--- src/pkg/srg_pkg.sv ---
/*
  srg_pkg: register map, field positions, reset values and state
  layouts for the serial rate generator and receive status block.
  assumes: 32-bit APB with word-aligned registers, 8-bit data in bits 7:0.
*/
`default_nettype none
package srg_pkg;
  // ***********************************************
  // register indices (byte address = index * 4)
  // ***********************************************
  localparam logic [7:0] SRG_IDX_CTRL = 8'h01;
  localparam logic [7:0] SRG_IDX_RATE = 8'h02;
  localparam logic [7:0] SRG_IDX_STAT = 8'h03;
  localparam logic [7:0] SRG_IDX_MATCH = 8'h04;
  localparam logic [7:0] SRG_IDX_DATA = 8'h05;
  localparam logic [7:0] SRG_IDX_IRQ_STAT = 8'h08;
  localparam logic [7:0] SRG_IDX_IRQ_MASK = 8'h09;
  localparam int SRG_ADDR_W = 8;
  // ***********************************************
  // field positions
  // ***********************************************
  localparam int SRG_RATE_PRE_LSB = 4;
  localparam int SRG_RATE_DIV_LSB = 0;
  localparam int SRG_CTRL_MIRQ_BIT = 7;
  localparam int SRG_CTRL_MST_BIT = 0;
  localparam int SRG_STAT_RXF_BIT = 7;
  localparam int SRG_STAT_MATCH_BIT = 6;
  localparam int SRG_EV_RXF = 1;
  localparam int SRG_EV_MATCH = 0;
  // ***********************************************
  // limits and reset values
  // ***********************************************
  localparam logic [3:0] SRG_DIV_SEL_MAX = 4'h8;
  localparam logic [2:0] SRG_PRE_RST = 3'h0;
  localparam logic [3:0] SRG_DIV_RST = 4'h0;
  localparam logic [7:0] SRG_BYTE_RST = 8'h00;
  localparam logic [1:0] SRG_EV_RST = 2'h0;
  // ***********************************************
  // state layouts
  // ***********************************************
  typedef struct packed {
    logic [2:0] pre_sel;
    logic [3:0] div_sel;
    logic mirq_en;
    logic mst_en;
    logic [7:0] match_val;
    logic [7:0] rx_buf;
    logic rx_full;
    logic match;
    logic rx_arm;
    logic match_arm;
    logic chk;
    logic [1:0] ev_stat;
    logic [1:0] ev_mask;
    logic irq;
    logic [7:0] rdata;
    logic ready;
    logic slverr;
  } srg_regs_t;
  typedef struct packed {
    logic [2:0] pre_cnt;
    logic [7:0] div_cnt;
    logic sck;
    logic edge_p;
  } srg_gen_t;
endpackage
`default_nettype wire

--- src/pkg/srg_rate_if.sv ---
/*
  srg_rate_if: carries rate selection from the register file to the
  rate generator and the serial clock back.
  assumes: both ends run on the same system clock.
*/
`timescale 1ns/1ps
`default_nettype none
interface srg_rate_if;
  logic run;
  logic [2:0] pre_sel;
  logic [3:0] div_sel;
  logic sck;
  logic edge_p;
  modport gen (input run, input pre_sel, input div_sel, output sck, output edge_p);
  modport ctl (output run, output pre_sel, output div_sel, input sck, input edge_p);
endinterface
`default_nettype wire

--- src/rtl/srg_top.sv ---
/*
  srg_top: bit-rate configuration, serial clock generation and receive
  status flags of a byte-wide serial controller, behind an APB slave.
  assumes: the shift logic sits on the same clock, pulses XFER_DONE for
  one cycle with RX_DATA valid, and holds XFER_ACTIVE during a transfer.
*/
// Implementation choice: the APB interface to the registers.
// Overview of operation
// - prescaler divides clock by select plus one
// - divider gives two to power code plus one
// - rate register accessible at any time
// - rate register top bit reads zero
// - rate applies when acting as clock master
// - status register ignores writes except match clear
// - status low four bits read zero
// - receive full set on transfer completion
// - status read then data read clears full
// - match set after full when byte matches
// - status read then write one clears match
// - match interrupt while flag and enable set
`timescale 1ns/1ps
`default_nettype none
module srg_top
  import srg_pkg::*;
(
  // clock and reset
  input wire logic CLK_SYS,
  input wire logic RSTN,
  // apb slave
  input wire logic PSEL,
  input wire logic PENABLE,
  input wire logic PWRITE,
  input wire logic [SRG_ADDR_W-1:0] PADDR,
  input wire logic [31:0] PWDATA,
  output logic [31:0] PRDATA,
  output logic PREADY,
  output logic PSLVERR,
  // shift logic side
  input wire logic XFER_ACTIVE,
  input wire logic XFER_DONE,
  input wire logic [7:0] RX_DATA,
  // serial clock
  output logic SCK,
  output logic SCK_EDGE,
  // interrupt
  output logic IRQ
);

  // ***********************************************
  // state
  // ***********************************************
  srg_regs_t r_q;
  srg_regs_t r_d;
  srg_rate_if rif ();

  // ***********************************************
  // decode helpers
  // ***********************************************
  // word index of a byte address, low two bits ignored
  function automatic logic hit(input logic [SRG_ADDR_W-1:0] addr,
                               input logic [7:0] idx);
    logic [SRG_ADDR_W-1:0] word;
    word = {2'b00, addr[SRG_ADDR_W-1:2]};
    hit = (word == idx);
  endfunction

  function automatic logic mapped(input logic [SRG_ADDR_W-1:0] addr);
    mapped = hit(addr, SRG_IDX_CTRL) |
             hit(addr, SRG_IDX_RATE) |
             hit(addr, SRG_IDX_STAT) |
             hit(addr, SRG_IDX_MATCH) |
             hit(addr, SRG_IDX_DATA) |
             hit(addr, SRG_IDX_IRQ_STAT) |
             hit(addr, SRG_IDX_IRQ_MASK);
  endfunction

  // ***********************************************
  // bus phases
  // ***********************************************
  logic setup;
  logic acc;
  logic wr;
  logic rd;
  logic [7:0] wb;

  assign setup = PSEL & ~PENABLE;
  // ready is registered high in every access cycle: zero wait states
  assign acc = PSEL & PENABLE & r_q.ready;
  assign wr = acc & PWRITE;
  assign rd = acc & ~PWRITE;
  assign wb = PWDATA[7:0];

  // ***********************************************
  // read data, captured in setup
  // ***********************************************
  logic [7:0] rmux;

  always_comb begin
    rmux = 8'h00;
    if (hit(PADDR, SRG_IDX_CTRL)) begin
      rmux[SRG_CTRL_MIRQ_BIT] = r_q.mirq_en;
      rmux[SRG_CTRL_MST_BIT] = r_q.mst_en;
    end
    if (hit(PADDR, SRG_IDX_RATE)) begin
      // bit 7 stays zero
      rmux[SRG_RATE_PRE_LSB +: 3] = r_q.pre_sel;
      rmux[SRG_RATE_DIV_LSB +: 4] = r_q.div_sel;
    end
    if (hit(PADDR, SRG_IDX_STAT)) begin
      // bits 5:0 read zero here, low four unimplemented
      rmux[SRG_STAT_RXF_BIT] = r_q.rx_full;
      rmux[SRG_STAT_MATCH_BIT] = r_q.match;
    end
    if (hit(PADDR, SRG_IDX_MATCH)) begin
      rmux = r_q.match_val;
    end
    if (hit(PADDR, SRG_IDX_DATA)) begin
      rmux = r_q.rx_buf;
    end
    if (hit(PADDR, SRG_IDX_IRQ_STAT)) begin
      rmux[1:0] = r_q.ev_stat;
    end
    if (hit(PADDR, SRG_IDX_IRQ_MASK)) begin
      rmux[1:0] = r_q.ev_mask;
    end
  end

  // ***********************************************
  // access strobes
  // ***********************************************
  logic wr_ctrl;
  logic wr_rate;
  logic wr_stat;
  logic wr_match;
  logic wr_istat;
  logic wr_imask;
  logic rd_stat;
  logic rd_data;

  assign wr_ctrl = wr & hit(PADDR, SRG_IDX_CTRL);
  assign wr_rate = wr & hit(PADDR, SRG_IDX_RATE);
  assign wr_stat = wr & hit(PADDR, SRG_IDX_STAT);
  assign wr_match = wr & hit(PADDR, SRG_IDX_MATCH);
  assign wr_istat = wr & hit(PADDR, SRG_IDX_IRQ_STAT);
  assign wr_imask = wr & hit(PADDR, SRG_IDX_IRQ_MASK);
  assign rd_stat = rd & hit(PADDR, SRG_IDX_STAT);
  assign rd_data = rd & hit(PADDR, SRG_IDX_DATA);

  // ***********************************************
  // events
  // ***********************************************
  logic ev_rxf;
  logic ev_match;
  logic [1:0] ev_new;

  assign ev_rxf = XFER_DONE;
  // compare one cycle after the buffer loads, so full is already seen
  assign ev_match = r_q.chk & (r_q.rx_buf == r_q.match_val);
  always_comb begin
    ev_new = 2'b00;
    ev_new[SRG_EV_RXF] = ev_rxf;
    ev_new[SRG_EV_MATCH] = ev_match;
  end

  // ***********************************************
  // next state
  // ***********************************************
  always_comb begin
    r_d = r_q;

    // bus handshake, answer ready in the first access cycle
    r_d.ready = setup;
    r_d.slverr = setup & ~mapped(PADDR);
    if (setup) begin
      r_d.rdata = PWRITE ? 8'h00 : rmux;
    end

    // configuration writes, no transfer-state interlock
    if (wr_rate) begin
      r_d.pre_sel = wb[SRG_RATE_PRE_LSB +: 3];
      r_d.div_sel = wb[SRG_RATE_DIV_LSB +: 4];
    end
    if (wr_ctrl) begin
      r_d.mirq_en = wb[SRG_CTRL_MIRQ_BIT];
      r_d.mst_en = wb[SRG_CTRL_MST_BIT];
    end
    if (wr_match) begin
      r_d.match_val = wb;
    end
    if (wr_imask) begin
      r_d.ev_mask = wb[1:0];
    end

    // receive buffer load
    r_d.chk = XFER_DONE;
    if (XFER_DONE) begin
      r_d.rx_buf = RX_DATA;
    end

    // arming by a status read that saw the flag
    if (rd_stat && r_q.rdata[SRG_STAT_RXF_BIT]) begin
      r_d.rx_arm = 1'b1;
    end
    if (rd_stat && r_q.rdata[SRG_STAT_MATCH_BIT]) begin
      r_d.match_arm = 1'b1;
    end

    // receive full: cleared by armed data read, set wins
    if (rd_data && r_q.rx_arm) begin
      r_d.rx_full = 1'b0;
      r_d.rx_arm = 1'b0;
    end
    if (ev_rxf) begin
      r_d.rx_full = 1'b1;
      r_d.rx_arm = 1'b0;
    end

    // match: only armed write of one touches status
    if (wr_stat && r_q.match_arm && wb[SRG_STAT_MATCH_BIT]) begin
      r_d.match = 1'b0;
      r_d.match_arm = 1'b0;
    end
    if (ev_match) begin
      r_d.match = 1'b1;
      r_d.match_arm = 1'b0;
    end

    // sticky events, write one to clear, new event wins
    if (wr_istat) begin
      r_d.ev_stat = r_q.ev_stat & ~wb[1:0];
    end
    r_d.ev_stat = r_d.ev_stat | ev_new;

    // one level request line
    r_d.irq = (|(r_d.ev_stat & r_d.ev_mask)) |
              (r_d.match & r_d.mirq_en);
  end

  // ***********************************************
  // registers
  // ***********************************************
  always_ff @(posedge CLK_SYS or negedge RSTN) begin
    if (!RSTN) begin
      r_q <= '0;
      r_q.pre_sel <= SRG_PRE_RST;
      r_q.div_sel <= SRG_DIV_RST;
      r_q.match_val <= SRG_BYTE_RST;
      r_q.rx_buf <= SRG_BYTE_RST;
      r_q.ev_stat <= SRG_EV_RST;
      r_q.ev_mask <= SRG_EV_RST;
    end else begin
      r_q <= r_d;
    end
  end

  // ***********************************************
  // rate generator
  // ***********************************************
  // clock runs only as master and only while a transfer is active
  assign rif.run = r_q.mst_en & XFER_ACTIVE;
  assign rif.pre_sel = r_q.pre_sel;
  assign rif.div_sel = r_q.div_sel;

  srg_rate_gen u_gen (
    .CLK_SYS(CLK_SYS),
    .RSTN(RSTN),
    .rif(rif.gen)
  );

  // ***********************************************
  // outputs
  // ***********************************************
  assign PRDATA = {24'h000000, r_q.rdata};
  assign PREADY = r_q.ready;
  assign PSLVERR = r_q.slverr;
  assign SCK = rif.sck;
  assign SCK_EDGE = rif.edge_p;
  assign IRQ = r_q.irq;

endmodule // srg_top
`default_nettype wire

--- src/rtl/srg_rate_gen.sv ---
/*
  srg_rate_gen: prescaler then power-of-two divider, toggles the serial
  clock each half bit period.
  assumes: selections are stable while run is high; run low parks it.
*/
`timescale 1ns/1ps
`default_nettype none
module srg_rate_gen
  import srg_pkg::*;
(
  // clock and reset
  input wire logic CLK_SYS,
  input wire logic RSTN,
  // rate link
  srg_rate_if.gen rif
);
  srg_gen_t s_q;
  srg_gen_t s_d;
  logic [3:0] code;
  logic [7:0] half_last;

  // reserved divider codes run at the slowest legal rate
  assign code = (rif.div_sel > SRG_DIV_SEL_MAX) ? SRG_DIV_SEL_MAX : rif.div_sel;
  // half period is 2^code prescaled ticks, full bit is 2^(code+1)
  assign half_last = 8'((9'h001 << code) - 9'h001);

  always_comb begin
    s_d = s_q;
    s_d.edge_p = 1'b0;
    if (!rif.run) begin
      s_d.pre_cnt = 3'h0;
      s_d.div_cnt = 8'h00;
      s_d.sck = 1'b0;
    end else if (s_q.pre_cnt == rif.pre_sel) begin
      // prescaler ratio is select plus one
      s_d.pre_cnt = 3'h0;
      if (s_q.div_cnt == half_last) begin
        // bit rate = clock / (prescale * divide)
        s_d.div_cnt = 8'h00;
        s_d.sck = ~s_q.sck;
        s_d.edge_p = 1'b1;
      end else begin
        s_d.div_cnt = s_q.div_cnt + 8'h01;
      end
    end else begin
      s_d.pre_cnt = s_q.pre_cnt + 3'h1;
    end
  end

  always_ff @(posedge CLK_SYS or negedge RSTN) begin
    if (!RSTN) begin
      s_q <= '0;
    end else begin
      s_q <= s_d;
    end
  end

  assign rif.sck = s_q.sck;
  assign rif.edge_p = s_q.edge_p;
endmodule // srg_rate_gen
`default_nettype wire

--- config.mk ---
export PLATFORM = sky130hd
export DESIGN_NAME = srg_top
export DESIGN_NICKNAME = d
export VERILOG_FILES = /design/src/pkg/srg_pkg.sv /design/src/pkg/srg_rate_if.sv /design/src/rtl/srg_top.sv /design/src/rtl/srg_rate_gen.sv
export SDC_FILE = /design/constraint.sdc
export NUM_CORES = 1
export LEC_CHECK = 0
export ABC_AREA = 1
export BUFFER_PORTS_ARGS = -buffer_cell sky130_fd_sc_hd__buf_2
export CELL_PAD_IN_SITES_DETAIL_PLACEMENT = 1
export CELL_PAD_IN_SITES_GLOBAL_PLACEMENT = 2
export CORE_ASPECT_RATIO = 0.9
export CORE_MARGIN = 10
export CORE_UTILIZATION = 25
export CTS_BUF_LIST = sky130_fd_sc_hd__clkbuf_8
export CTS_CLUSTER_SIZE = 24
export DETAILED_ROUTE_END_ITERATION = 10
export GPL_ROUTABILITY_DRIVEN = 0
export PLACE_DENSITY = 0.71
export RECOVER_POWER = 50
export SYNTH_ARGS = -nofsm -noshare
export SYNTH_HDL_FRONTEND = slang
export SYNTH_SLANG_ARGS = --single-unit
--- constraint.sdc ---
create_clock -name CLK_SYS -period 4.2 [get_ports CLK_SYS]
set_clock_uncertainty 0.05 [all_clocks]
set_input_delay 0.21 -clock CLK_SYS [delete_from_list [all_inputs] [get_ports CLK_SYS]]
set_output_delay 0.21 -clock CLK_SYS [all_outputs]
set_load 0.01 [all_outputs]
==> results_dict.tcl <==
set metrics [dict create \
    cts_tree "yes" \
    synth.most_common_cell "nand2_1" \
    antenna_found_initial 0 \
    clk_latency_ps 360 \
    hold_violations 0 \
    die_w_um 141 \
    synthTopCellsByArea "dfrtp_1 (44%), nand2_1 (11%), buf_4 (7.7%)" \
    worstHoldPathCells 3 \
    cts_buffers 9 \
    crit_fanout 6 \
    grt_pass1_vias 3067 \
    yosys-top-cells-count "nand2_1 (97), dfrtp_1 (58), inv_1 (50)" \
    antennaDiodeCount 0 \
    synth.area.mux_share 0 \
    tightest_slew_ps 1330 \
    slew_violations 0 \
    arrival_ps 2350 \
    drive_gt1_frac 0.148 \
    wl_per_cell_um 15.5 \
    die_h_um 129 \
    vdd_drop_max_mv 0.152 \
    drt-pass1-iter-count 4 \
    relSlewSlack 0.113 \
    ff2ff_path_depth 15 \
    die_area_um2 18200 \
    grt_pass1_wl_um 16400 \
    core.rowCount 39 \
    synthSimpleGateAreaFrac 0.245 \
    syn_area_um2 3310 \
    ys.flop_type "dfrtp_1" \
    outcome "finished, final reports clean" \
    initial_utilization 0.258 \
    maxCapViolCount 0 \
    place_hpwl_um 7580 \
    setup_viol 0 \
    port_buffers 41 \
    vias 2831 \
    ant_nets 0 \
    min_path_type "primary input to flop" \
    grt_overflow 0 \
    rr_startpoint "rif.div_sel[3]" \
    crit_path_start "rif.div_sel[3]" \
    grt_max_degree 51 \
    fin_setup_tns_ps 0 \
    finalPower_uw 1350 \
    async_flop_share 1.00 \
    wirelength_um 9770 \
    ys_seq_area_frac 0.439 \
    drc_errors 0 \
    cp_data_required_time_ps 4400 \
    p_leak_uw 0.00184 \
    root_buffer "clkbuf_8" \
    start_kind "flop" \
    htreeDepth 3 \
    synth_compound_area_frac 0.127 \
    synth.largest_area_cell "dfrtp_1" \
    fin_crit_sh 0.514 \
    io_pins 92 \
    synth-edff-count 0 \
    syn_inst 419 \
    rsz0062_at_grt "no" \
    yosys.area.top_type_share 0.439 \
    synthXorXnorAreaFrac 0.0291 \
    grt_usage 0.111 \
    worstHoldStart "RX_DATA[6]" \
    power_density_nw_per_um2 356 \
    clk_pin_slew_ps 70 \
    drt-vias-per-instance 4.49 \
    crit_type "flop to flop" \
    synthAdderAreaFrac 0.0114 \
    syn-mean-instance-area_um2 7.89 \
    cts_buffer_depth 2 \
    finalNetCount 519 \
    worstSetupEndpointType "flop" \
    max_freq_mhz 464 \
    yosysUniqueCellTypes 36 \
    first_iter_violations 187 \
    cts_resized 0 \
    ys_ff_latch 58 \
    fin_crit_ps 2160 \
    synth_top_family_by_area "simple AND/OR/NAND/NOR gates" \
    clock-sinks 58 \
    ys_warn_count 0 \
    syn_to_final_growth_pct 14.7 \
    fp.coreArea_um2 12800 \
]
==> flip-flops by register name, summed over array words and instances, names as in the netlist <==
register and flops:
r_q 27, u_gen.s_q 11, PRDATA 8, rif.div_sel 4
rif.pre_sel 3, IRQ 1, PREADY 1, PSLVERR 1
u_gen.rif.edge_p 1, u_gen.rif.sck 1
==> power by group <==
part	total [uW]	leakage [uW]	internal, uW	switching (uW)
logic	109	0.00103	32.4	76.8
registers	590	0.000683	577	12.9
clock network	651	0.000126	400	250
total	1350	0.00184	1010	340
==> metrics by stage <==
| stage | util | hold WS, ps | cell area (um^2) | cells | setup WS [ps] |
|---|---|---|---|---|---|
| 2_1_floorplan | - | -136 | 3390 | 442 | 2320 |
| 3_3_place_gp | 0.276 | 17.0 | 3550 | 612 | 2070 |
| 3_5_place_dp | 0.276 | 18.6 | 3550 | 612 | 2060 |
| 4_1_cts | 0.297 | 11.2 | 3810 | 630 | 2040 |
| 5_1_grt | 0.295 | 18.7 | 3790 | 630 | 1780 |
| 6_report | 0.295 | 13.2 | 3790 | 630 | 2040 |
==> cell usage in the layout (no fill, tap or decap), types with 2 or more instances in the layout <==
master         instances
nand2_1               97
dfrtp_1               58
inv_1                 50
o21ai_0               45
nor2_1                25
buf_2                 25
conb_1                24
nand3_1               20
clkbuf_1              16
clkbuf_8              13
inv_2                 10
nand4_1                9
a21oi_1                9
xnor2_1                8
o22ai_1                5
nor2_2                 4
nor2_4                 4
o21ai_1                4
nor3_1                 4
a32o_1                 4
nand3_2                3
xor2_1                 3
a31oi_1                3
ha_1                   3
nand2_2                2
o211ai_1               2
bufinv_16              2
dlygate4sd3_1          2
==> worst paths after layout <==
check                                      to  slack (ps)
worst max-delay path            u_gen.rif.sck        2040
worst min-delay path                  r_q[26]          10
worst max register to register  u_gen.rif.sck        2040
worst min register to register  u_gen.s_q[10]         440
max in group asynchronous        u_gen.s_q[2]        2190
min in group asynchronous             r_q[30]         260
==> timing repair <==
action	4_1_cts	5_1_grt
hold buffers	2	0
hold endpoints to repair	9	0
endpoints found under the setup margin	0	0
buffers inserted	0	0
==> layout make-up <==
cell class	count	area [um^2]
fill	1579	9040
sequential	58	1450
multi-input combinational	288	1450
inverter	60	225
timing repair buffer	44	210
tap	164	205
clock buffer	13	179
clock inverter	3	68.8
==> critical path, cell delays in order (launching register included) <==
cell	delay, ps
dfrtp_1	450
nor2_1	210
nand2_1	110
ha_1	310
inv_1	60
nand2_1	40
nand2_1	70
nand2_1	50
nor2_1	80
nand3_1	80
nor2_2	120
nand3_2	130
nand2_4	130
nand2_1	60
nand2_1	60
inv_1	40
==> kinds of logic after synthesis <==
kind of cell | count (synthesis)
other | 1
buffers and inverters | 96
AND/OR/NAND/NOR | 175
AO/OA/AOI/OAI | 75
flip-flops | 58
XOR/XNOR | 11
adder cells (fa/ha/maj) | 3
==> layer usage <==
metal / GRT usage / share of wire / vias to the layer above
li1: - / - / 1388
met1: 0.157 / 0.52 / 1374
met2: 0.160 / 0.43 / 60
met3: 0.0237 / 0.039 / 9
met4: 0.0473 / 0.016 / 0
met5: 0 / 0 / -
Power figures use the tool's default switching activity.
